$ cat config.mk
export PLATFORM = sky130hd
export DESIGN_NAME = adapter_local_node_csr
export DESIGN_NICKNAME = d
export VERILOG_FILES = /design/src/core/adapter_csr_pkg.sv /design/src/core/adapter_local_node_csr.sv /design/src/core/pin_sync.sv
export VERILOG_INCLUDE_DIRS = /design/src /design/src/core
export SDC_FILE = /design/constraint.sdc
export NUM_CORES = 1
export LEC_CHECK = 0
export ABC_CLOCK_PERIOD_IN_PS = 4100
export BUFFER_PORTS_ARGS = -buffer_cell sky130_fd_sc_hd__buf_2
export CORE_MARGIN = 2
export CORE_UTILIZATION = 38
export DETAILED_ROUTE_END_ITERATION = 10
export PLACE_DENSITY = 0.59
export SYNTH_ARGS = -nofsm -noshare
export SYNTH_HDL_FRONTEND = slang
export SYNTH_SLANG_ARGS = --single-unit
$ cat constraint.sdc
create_clock -name ref_clk -period 4.1 [get_ports ref_clk]
set_input_delay 0 -clock ref_clk [delete_from_list [all_inputs] [get_ports ref_clk]]
set_output_delay 0 -clock ref_clk [all_outputs]
set_load 0.005 [all_outputs]
$ cat src/core/adapter_csr_defs.svh
`ifndef ADAPTER_CSR_DEFS_SVH
`define ADAPTER_CSR_DEFS_SVH

// ----------------------------------------------------------------
// local node offsets within the io window
// ----------------------------------------------------------------
`define OFF_LOOPBACK 3'h0
`define OFF_COMMAND 3'h1
`define OFF_STATUS 3'h3
`define OFF_AM 3'h4
`define OFF_VECTOR 3'h7
`define REMOTE_SEL_BIT 3

// ----------------------------------------------------------------
// command bits
// ----------------------------------------------------------------
`define CMD_CLEAR_ERRORS 7
`define CMD_CLEAR_PEER 6
`define CMD_SEND_PEER 5
`define CMD_NO_VME_IRQ 4
`define CMD_NO_FWD_IRQ 2

// ----------------------------------------------------------------
// status bits
// ----------------------------------------------------------------
`define ST_DATA_ERROR 7
`define ST_BUS_ERROR 6
`define ST_RX_PEER 5
`define ST_TIMEOUT 2
`define ST_SENDING 1
`define ST_LINK_DOWN 0

// ----------------------------------------------------------------
// reset values
// ----------------------------------------------------------------
`define VECTOR_RESET 8'hFF
`define AM_RESET 8'h00

// ----------------------------------------------------------------
// synchronised pins
// ----------------------------------------------------------------
`define SYNC_W 4
`define PIN_PEER_IN 0
`define PIN_PEER_ACK 1
`define PIN_LINK_DOWN 2
`define PIN_VME_IRQ 3

// ----------------------------------------------------------------
// timing
// ----------------------------------------------------------------
`define CLK_PERIOD_NS 40
`define DMA_TIMEOUT_MS 16
`define REG_TIMEOUT_MS 30
`define NS_PER_MS 1000000
`define TMR_W 20

`endif

$ cat src/core/adapter_csr_pkg.sv
`include "adapter_csr_defs.svh"

package adapter_csr_pkg;

  typedef enum logic [1:0] {
    BUS_IDLE = 2'b01,
    BUS_REMOTE = 2'b10
  } bus_state_t;

  typedef struct packed {
    logic write;
    logic longword;
    logic [3:0] addr;
    logic [1:0] byteEn;
    logic [15:0] wdata;
  } io_req_t;

  typedef struct packed {
    logic ack;
    logic err;
    logic [15:0] rdata;
  } io_rsp_t;

  typedef struct packed {
    logic req;
    logic write;
    logic [1:0] wordAddr;
    logic [1:0] byteEn;
    logic [15:0] wdata;
  } remote_req_t;

  typedef struct packed {
    logic ack;
    logic [15:0] rdata;
  } remote_rsp_t;

  typedef struct packed {
    logic dataError;
    logic checksumError;
    logic busError;
  } link_events_t;

  typedef struct packed {
    logic [`SYNC_W-1:0] s1;
    logic [`SYNC_W-1:0] s2;
    logic [`SYNC_W-1:0] s3;
    logic [`SYNC_W-1:0] q;
  } sync_state_t;

  typedef struct packed {
    bus_state_t state;
    logic sendPeer;
    logic noVmeIrq;
    logic noFwdIrq;
    logic dataError;
    logic busError;
    logic rxPeer;
    logic timeout;
    logic sending;
    logic [7:0] am;
    logic [7:0] vector;
    logic peerPrev;
    logic ackPrev;
    logic [`TMR_W-1:0] remoteCnt;
    logic [`TMR_W-1:0] dmaCnt;
    remote_req_t remote;
    io_rsp_t rsp;
    logic iackAck;
    logic [7:0] iackVector;
    logic vmeIrq;
    logic fwdIrq;
    logic [7:0] amOut;
    logic amDrive;
  } csr_state_t;

endpackage

$ cat src/core/adapter_local_node_csr.sv
`timescale 1ns/1ps
`include "adapter_csr_defs.svh"

// Behaviour
// - each link problem sets an error flag in the status register; data and checksum errors share bit 7
// - error flags stay set until command bit 7 written one clears them
// - command bit 6 clears pending incoming peer interrupt and its flag
// - command bit 5 high drives outgoing peer interrupt; zero withdraws it
// - command bit 4 high blocks every interrupt onto the backplane
// - command bit 2 high blocks forwarding interrupts to the remote card
// - status bit 7 set on optical data error, cleared by clear-errors
// - status bit 6 set on any remote bus failure
// - status bit 5 set by incoming peer interrupt, cleared by bit 6
// - status bit 2 set on DMA over 16 ms or register access over 30 ms
// - status bit 1 high while sending peer interrupt, cleared by ack
// - status bit 0 shows link down; remote accesses then give errors
// - modifier register drives the bus only while DMA masters it
// - acknowledge of our interrupt returns the vector register
// - vector register is all ones after reset
// - vector register reachable only from the local bus side
// - offsets 08 to 0F are forwarded to the remote card
// - byte and word accesses accepted; longwords refused
module adapter_local_node_csr #(
  parameter int DMA_TIMEOUT_CYCLES =
    `DMA_TIMEOUT_MS * `NS_PER_MS / `CLK_PERIOD_NS,
  parameter int REG_TIMEOUT_CYCLES =
    `REG_TIMEOUT_MS * `NS_PER_MS / `CLK_PERIOD_NS
) (
  input wire logic ref_clk,
  input wire logic reset_n,
  input wire logic ioReq,
  input wire adapter_csr_pkg::io_req_t ioCmd,
  output adapter_csr_pkg::io_rsp_t ioRsp,
  output adapter_csr_pkg::remote_req_t remoteReq,
  input wire adapter_csr_pkg::remote_rsp_t remoteRsp,
  input wire adapter_csr_pkg::link_events_t linkEvents,
  input wire logic peerIntIn,
  input wire logic peerAckIn,
  input wire logic linkDownIn,
  input wire logic vmeIrqIn,
  output logic peerIntOut,
  output logic fwdIrqOut,
  input wire logic dmaDoneIrq,
  output logic vmeIrqOut,
  input wire logic iackReq,
  output logic iackAck,
  output logic [7:0] iackVector,
  input wire logic dmaActive,
  input wire logic dmaMastering,
  output logic [7:0] amOut,
  output logic amDrive
);
  import adapter_csr_pkg::*;

  localparam logic [`TMR_W-1:0] DMA_LAST =
    `TMR_W'(DMA_TIMEOUT_CYCLES - 1);
  // counter parks one past the limit so the timeout fires once
  localparam logic [`TMR_W-1:0] DMA_STOP =
    `TMR_W'(DMA_TIMEOUT_CYCLES);
  localparam logic [`TMR_W-1:0] REG_LAST =
    `TMR_W'(REG_TIMEOUT_CYCLES - 1);

  csr_state_t cur;
  csr_state_t next_s;
  logic [`SYNC_W-1:0] pins;
  logic peerRise;
  logic ackRise;
  logic idleReq;
  logic localReq;
  logic cmdWrite;
  logic [7:0] cmdByte;
  logic clearErrors;
  logic clearPeer;
  logic dmaExpire;
  logic regExpire;
  logic linkRefuse;

  // ----------------------------------------------------------------
  // byte lane helpers: even offset on the upper lane
  // ----------------------------------------------------------------
  function automatic logic byteHit(io_req_t r, logic [2:0] off);
    return (r.addr[2:1] == off[2:1]) &&
      (off[0] ? r.byteEn[0] : r.byteEn[1]);
  endfunction

  function automatic logic [7:0] wrByte(io_req_t r, logic [2:0] off);
    return off[0] ? r.wdata[7:0] : r.wdata[15:8];
  endfunction

  function automatic logic [7:0] rdByte(csr_state_t s, logic [2:0] off,
                                        logic down);
    logic [7:0] v;
    v = 8'h00;
    case (off)
      `OFF_COMMAND: begin
        v[`CMD_SEND_PEER] = s.sendPeer;
        v[`CMD_NO_VME_IRQ] = s.noVmeIrq;
        v[`CMD_NO_FWD_IRQ] = s.noFwdIrq;
      end
      `OFF_STATUS: begin
        v[`ST_DATA_ERROR] = s.dataError;
        v[`ST_BUS_ERROR] = s.busError;
        v[`ST_RX_PEER] = s.rxPeer;
        v[`ST_TIMEOUT] = s.timeout;
        v[`ST_SENDING] = s.sending;
        v[`ST_LINK_DOWN] = down;
      end
      `OFF_AM: v = s.am;
      `OFF_VECTOR: v = s.vector;
      default: v = 8'h00;
    endcase
    return v;
  endfunction

  pin_sync u_sync (
    .ref_clk(ref_clk),
    .reset_n(reset_n),
    .pinIn({vmeIrqIn, linkDownIn, peerAckIn, peerIntIn}),
    .pinOut(pins)
  );

  // ----------------------------------------------------------------
  // decode
  // ----------------------------------------------------------------
  assign peerRise = pins[`PIN_PEER_IN] & ~cur.peerPrev;
  assign ackRise = pins[`PIN_PEER_ACK] & ~cur.ackPrev;
  assign idleReq = ioReq && (cur.state == BUS_IDLE);
  assign localReq = idleReq && !ioCmd.longword &&
    !ioCmd.addr[`REMOTE_SEL_BIT];
  assign cmdWrite = localReq && ioCmd.write &&
    byteHit(ioCmd, `OFF_COMMAND);
  assign cmdByte = wrByte(ioCmd, `OFF_COMMAND);
  assign clearErrors = cmdWrite && cmdByte[`CMD_CLEAR_ERRORS];
  assign clearPeer = cmdWrite && cmdByte[`CMD_CLEAR_PEER];
  assign dmaExpire = dmaActive && (cur.dmaCnt == DMA_LAST);
  assign regExpire = (cur.state == BUS_REMOTE) && !remoteRsp.ack &&
    (cur.remoteCnt == REG_LAST);
  assign linkRefuse = idleReq && !ioCmd.longword &&
    ioCmd.addr[`REMOTE_SEL_BIT] && pins[`PIN_LINK_DOWN];

  // ----------------------------------------------------------------
  // next state
  // ----------------------------------------------------------------
  always_comb begin
    next_s = cur;
    next_s.rsp.ack = 1'b0;
    next_s.rsp.err = 1'b0;
    next_s.iackAck = 1'b0;
    next_s.peerPrev = pins[`PIN_PEER_IN];
    next_s.ackPrev = pins[`PIN_PEER_ACK];

    if (cmdWrite) begin
      next_s.sendPeer = cmdByte[`CMD_SEND_PEER];
      next_s.noVmeIrq = cmdByte[`CMD_NO_VME_IRQ];
      next_s.noFwdIrq = cmdByte[`CMD_NO_FWD_IRQ];
    end
    if (localReq && ioCmd.write && byteHit(ioCmd, `OFF_AM)) begin
      next_s.am = wrByte(ioCmd, `OFF_AM);
    end
    // only the local bus reaches the vector
    if (localReq && ioCmd.write && byteHit(ioCmd, `OFF_VECTOR)) begin
      next_s.vector = wrByte(ioCmd, `OFF_VECTOR);
    end

    // sticky flags: a set in the clearing cycle wins
    next_s.dataError = (cur.dataError & ~clearErrors) |
      linkEvents.dataError | linkEvents.checksumError;
    next_s.busError = (cur.busError & ~clearErrors) |
      linkEvents.busError;
    next_s.timeout = (cur.timeout & ~clearErrors) | dmaExpire |
      regExpire | linkRefuse;
    next_s.rxPeer = (cur.rxPeer & ~clearPeer) | peerRise;
    next_s.sending = (cur.sending & ~ackRise &
      ~(cmdWrite & ~cmdByte[`CMD_SEND_PEER])) |
      (cmdWrite & cmdByte[`CMD_SEND_PEER] & ~cur.sendPeer);

    if (!dmaActive) begin
      next_s.dmaCnt = '0;
    end else if (cur.dmaCnt != DMA_STOP) begin
      next_s.dmaCnt = cur.dmaCnt + 1'b1;
    end

    case (cur.state)
      BUS_IDLE: begin
        if (idleReq && ioCmd.longword) begin
          next_s.rsp.ack = 1'b1;
          next_s.rsp.err = 1'b1;
        end else if (linkRefuse) begin
          next_s.rsp.ack = 1'b1;
          next_s.rsp.err = 1'b1;
        end else if (idleReq && ioCmd.addr[`REMOTE_SEL_BIT]) begin
          next_s.state = BUS_REMOTE;
          next_s.remoteCnt = '0;
          next_s.remote.req = 1'b1;
          next_s.remote.write = ioCmd.write;
          next_s.remote.wordAddr = ioCmd.addr[2:1];
          next_s.remote.byteEn = ioCmd.byteEn;
          next_s.remote.wdata = ioCmd.wdata;
        end else if (localReq) begin
          next_s.rsp.ack = 1'b1;
          next_s.rsp.rdata = 16'h0000;
          if (!ioCmd.write) begin
            if (ioCmd.byteEn[1]) begin
              next_s.rsp.rdata[15:8] = rdByte(cur,
                {ioCmd.addr[2:1], 1'b0}, pins[`PIN_LINK_DOWN]);
            end
            if (ioCmd.byteEn[0]) begin
              next_s.rsp.rdata[7:0] = rdByte(cur,
                {ioCmd.addr[2:1], 1'b1}, pins[`PIN_LINK_DOWN]);
            end
          end
        end
      end
      BUS_REMOTE: begin
        next_s.remoteCnt = cur.remoteCnt + 1'b1;
        if (remoteRsp.ack) begin
          next_s.rsp.ack = 1'b1;
          next_s.rsp.rdata = remoteRsp.rdata;
          next_s.remote.req = 1'b0;
          next_s.state = BUS_IDLE;
        end else if (regExpire) begin
          next_s.rsp.ack = 1'b1;
          next_s.rsp.err = 1'b1;
          next_s.remote.req = 1'b0;
          next_s.state = BUS_IDLE;
        end
      end
      default: begin
        next_s.state = BUS_IDLE;
        next_s.remote.req = 1'b0;
      end
    endcase

    next_s.vmeIrq = (cur.rxPeer | dmaDoneIrq) & ~cur.noVmeIrq;
    next_s.fwdIrq = pins[`PIN_VME_IRQ] & ~cur.noFwdIrq;
    if (iackReq && cur.vmeIrq) begin
      next_s.iackAck = 1'b1;
      next_s.iackVector = cur.vector;
    end
    next_s.amDrive = dmaMastering;
    next_s.amOut = dmaMastering ? cur.am : 8'h00;
  end

  always_ff @(posedge ref_clk or negedge reset_n) begin
    if (!reset_n) begin
      cur <= '0;
      cur.state <= BUS_IDLE;
      cur.am <= `AM_RESET;
      cur.vector <= `VECTOR_RESET;
    end else begin
      cur <= next_s;
    end
  end

  assign ioRsp = cur.rsp;
  assign remoteReq = cur.remote;
  assign peerIntOut = cur.sendPeer;
  assign fwdIrqOut = cur.fwdIrq;
  assign vmeIrqOut = cur.vmeIrq;
  assign iackAck = cur.iackAck;
  assign iackVector = cur.iackVector;
  assign amOut = cur.amOut;
  assign amDrive = cur.amDrive;
endmodule

$ cat src/core/pin_sync.sv
`timescale 1ns/1ps
`include "adapter_csr_defs.svh"

module pin_sync (
  input wire logic ref_clk,
  input wire logic reset_n,
  input wire logic [`SYNC_W-1:0] pinIn,
  output logic [`SYNC_W-1:0] pinOut
);
  import adapter_csr_pkg::*;

  sync_state_t cur;
  sync_state_t next_s;
  wire logic [`SYNC_W-1:0] next_q;

  // ----------------------------------------------------------------
  // three stages; a change counts once stages two and three agree
  // ----------------------------------------------------------------
  for (genvar i = 0; i < `SYNC_W; i++) begin : g_bit
    assign next_q[i] = (cur.s2[i] == cur.s3[i]) ? cur.s3[i] : cur.q[i];
  end

  always_comb begin
    next_s = cur;
    next_s.s1 = pinIn;
    next_s.s2 = cur.s1;
    next_s.s3 = cur.s2;
    next_s.q = next_q;
  end

  always_ff @(posedge ref_clk or negedge reset_n) begin
    if (!reset_n) begin
      cur <= '0;
    end else begin
      cur <= next_s;
    end
  end

  assign pinOut = cur.q;

endmodule

==> summary.md <==
| Metric | Value |
|---|---|
| Static Leak | around 3.7 nW |
| Endpoint of the worst hold path | ioRsp[17] |
| Total of max-cap violations | 0 |
| Vias per Instance | 5.161 |
| RR Startpoint | cur[126] |
| Max stage delay on crit path | 0.75 ns |
| Die area | 0.01898 mm² |
| CP delay by family, top | compound AO/OA/AOI/OAI gates |
| Final min period | 2.647 ns |
| Die height | 137.8 µm |
| Reg-to-reg critical path endpoint | cur[98] |
| Seq/Total Area, Yosys | 0.5318 |
| CTS tree | built |
| Pin count of the biggest net entering global routing | 111 |
| Fill cell total of the finished layout | 1582 |
| DP HPWL | 10.85 mm |
| Warnings, synthesis | 0 |
| Worst path cell trace | inv_1 > ha_1 > a21o_1 > nor2_1 > a21oi_1 |
| Initial DRT Pass Iterations | 4 |
| Reg2reg path depth | 5 |
| #FFs+latches synth | 144 |
| Cell Area, Synth | ~0.0068 mm² |
| Worst-margin pin slew | 1.130 ns |
| Vias post-DR | 4965 |
| Slowest CP cell | a21o_1 |
| Post-Syn Area per Cell | between 10 and 15 µm² |
| Routed length per placed instance | 16.33 µm |
| Syn Nets | 680 |
| Util after Layout | 0.4779 |
| Initial antenna violation count | 0 |
| Register Area | 0.003615 mm² |
| Postcts setup bufs | 0 |
| WP data arrival | a little under 3 ns |
| Clk slew on worst S/H paths | ~0.06 ns |
| Routed WL | 15.71 mm |
| Row count | between 40 and 50 |
| Flop-to-flop setup slack | between 1 and 1.5 ns |
| Min-delay worst type | in -> reg |
| Residual DRC | 0 |
| Num Clock Sinks | 144 |
| Max VDD drop | slightly above 0.0003 V |
| 1st-iter DRT viols | approximately 300 |
| Status | completed |
| Antenna-violating nets left | 0 |
| Final setup margin | 1.453 ns |
| CP endpoint kind | flop |
| Critical path peak fanout | 32 |
| Ys flop type | dfrtp_1 |
| Yosys top cell area share | 0.4970 |
| Area after DPL | approximately 0.0072 mm² |
| Crit start category | flop |
| Inserted Diodes | 0 |
| GRT Total Usage | 0.1678 |
| Max Slew Vio Count | 0 |
| First-pass GRT wire length | between 20 and 25 mm |
| Pwr Density | 520.5 mW/mm² |
| RD Place Congestion | 0.8175 |
| Cells taking the most area after synthesis | dfrtp_1, mux2_2, buf_4 |
| Synth cell types | slightly below 60 |
| Finished Cell Area | roughly 0.0083 mm² |
| Post-Place Worst Slack | 1.432 ns |
| Max Clk Rate | roughly 380 MHz |
| Total CTS buffers | 17 |
| Area leader, netlist | dfrtp_1 |
| Commonest non-fill, non-tap cell in the layout | dfrtp_1 |
| Ys async rst share | 1.000 |
| Crit Path Class | reg -> reg |
| Area delta synth->final | 22.46% |
| Latest clock arrival within the worst-skew pair | 0.42 ns |
| Number of global-route vias before repair | 4769 |
| I/O pins | 116 |
| Hold Violations, Final | 0 |
| CP required | 4.42 ns |
| Hold Path Depth | 3 |
| Multi-input gate area | 0.002597 mm² |
| Setup_tns | 0 ns |
| CTS H-tree lvls | 4 |
| Hold Startpoint | remoteRsp[16] |
| Die X | between 100 and 150 µm |
| Nets | 789 |
| Total grt overflow | 0 |
| Worst Path Buf+Inv | 1 |
| Share of post-route cells with drive strength above 1 | 0.2822 |
| Crit share post-route | 0.6457 |
| RSZ-0062 raised after global routing | no |
| Number of flops mapped to enable cells by yosys | 0 |
| Commonest non-fill, non-tap cells in the layout | dfrtp_1, buf_2, dlygate4sd3_1, nand2_1, mux2_2 |
| Finish-stage setup viols | 0 |
| Cell count after synthesis | between 600 and 700 |
| CORE AREA | around 0.017 mm² |
| Relative slew margins | 0.2448 |
| Crit path launch | cur[126] |
| Port-buffer cells | 114 |
| Clock skew | approximately 0.0085 ns |
| Root buffer cell | clkbuf_16 |
| Starting density of the core | 0.3903 |
| Maximum clock path buffer count | 2 |
## how the worst max path moves through the flow
stage | end | slack, ns | cells after the start
after detailed placement | cur[98] | 1.43 | 5
after CTS | cur[98] | 1.41 | 5
final | cur[98] | 1.45 | 5
after floorplan | cur[96] | 2.08 | 6
after global placement | cur[97] | 1.61 | 5
after global routing | cur[92] | 1.20 | 5
## final cells by class
class / count / area share
clock buffers: 20 / 0.05486
clock inverters: 12 / 0.02194
repair buffers: 169 / 0.1345
inverters: 19 / 0.008568
well taps: 225 / 0.03382
multi-input cells: 373 / 0.3120
flip-flops and latches: 144 / 0.4342
## worst reg2reg max path, delay by kind of cell (launching register included)
kind | cells | cell delay (ns)
simple gates | 1 | 0.31
flops | 1 | 0.53
fa+ha+maj | 1 | 0.70
compound gates | 2 | 0.97
buf+inv | 1 | 0.05
## cells in the mapped netlist (9+ instances only)
library cell / number
a22oi_1: 13
nand3_1: 15
xnor2_1: 9
or4_1: 11
buf_4: 56
mux2_2: 44
inv_1: 19
nor2_1: 30
clkbuf_1: 17
nand4_1: 13
a21oi_1: 23
ha_1: 10
o21ai_0: 23
o31ai_1: 25
and2_1: 10
dfrtp_1: 135
nand2_1: 49
dfstp_2: 9
## timing repair
item                                   in CTS  in global routing
gates resized for setup                     0                  0
hold buffers                               52                  0
endpoints found under the hold margin     183                  0
## power breakdown
| part | internal [mW] | switching [mW] |
|---|---|---|
| clock network | 1.05 | 0.588 |
| registers | 1.67 | 0.140 |
| logic | 0.378 | 0.500 |
## metrics by stage
| step | instances | hold slack, ns | power (mW) |
|---|---|---|---|
| 2_1_floorplan | 615 | -0.2956 | 2.498 |
| 3_3_place_gp | 878 | 0.1080 | 2.639 |
| 3_5_place_dp | 878 | 0.1093 | 2.678 |
| 4_1_cts | 962 | 0.007654 | 4.380 |
| 5_1_grt | 962 | 0.04335 | 4.558 |
| 6_report | 962 | 0.02355 | 4.333 |
## state kept, by name, summed over array words and instances (netlist names)
signal,count
fwdIrqOut,1
u_sync.cur,12
u_sync.pinOut,4
cur,67
amDrive,1
iackAck,1
vmeIrqOut,1
peerIntOut,1
ioRsp,18
remoteReq,22
iackVector,8
amOut,8
## per-layer routing
layer	up-vias	global-route usage	wire [µm]
li1	2371	-	-
met1	2461	0.2184	7150
met2	114	0.2775	7562
met3	19	0.03422	745
met4	0	0.06066	254
met5	-	0	0
## cell families after synthesis
| kind of cell | Yosys count | share of synthesized area |
|---|---|---|
| AOI/OAI and AO/OA | 112 | 0.1106 |
| DFF | 144 | 0.5318 |
| buffers and inverters | 98 | 0.08669 |
| xor gates and xnor gates | 11 | 0.01417 |
| adders and majority gates | 14 | 0.02430 |
| and+or+nand+nor | 191 | 0.1581 |
| muxes | 45 | 0.07436 |
(Power assumes the default switching activity.)
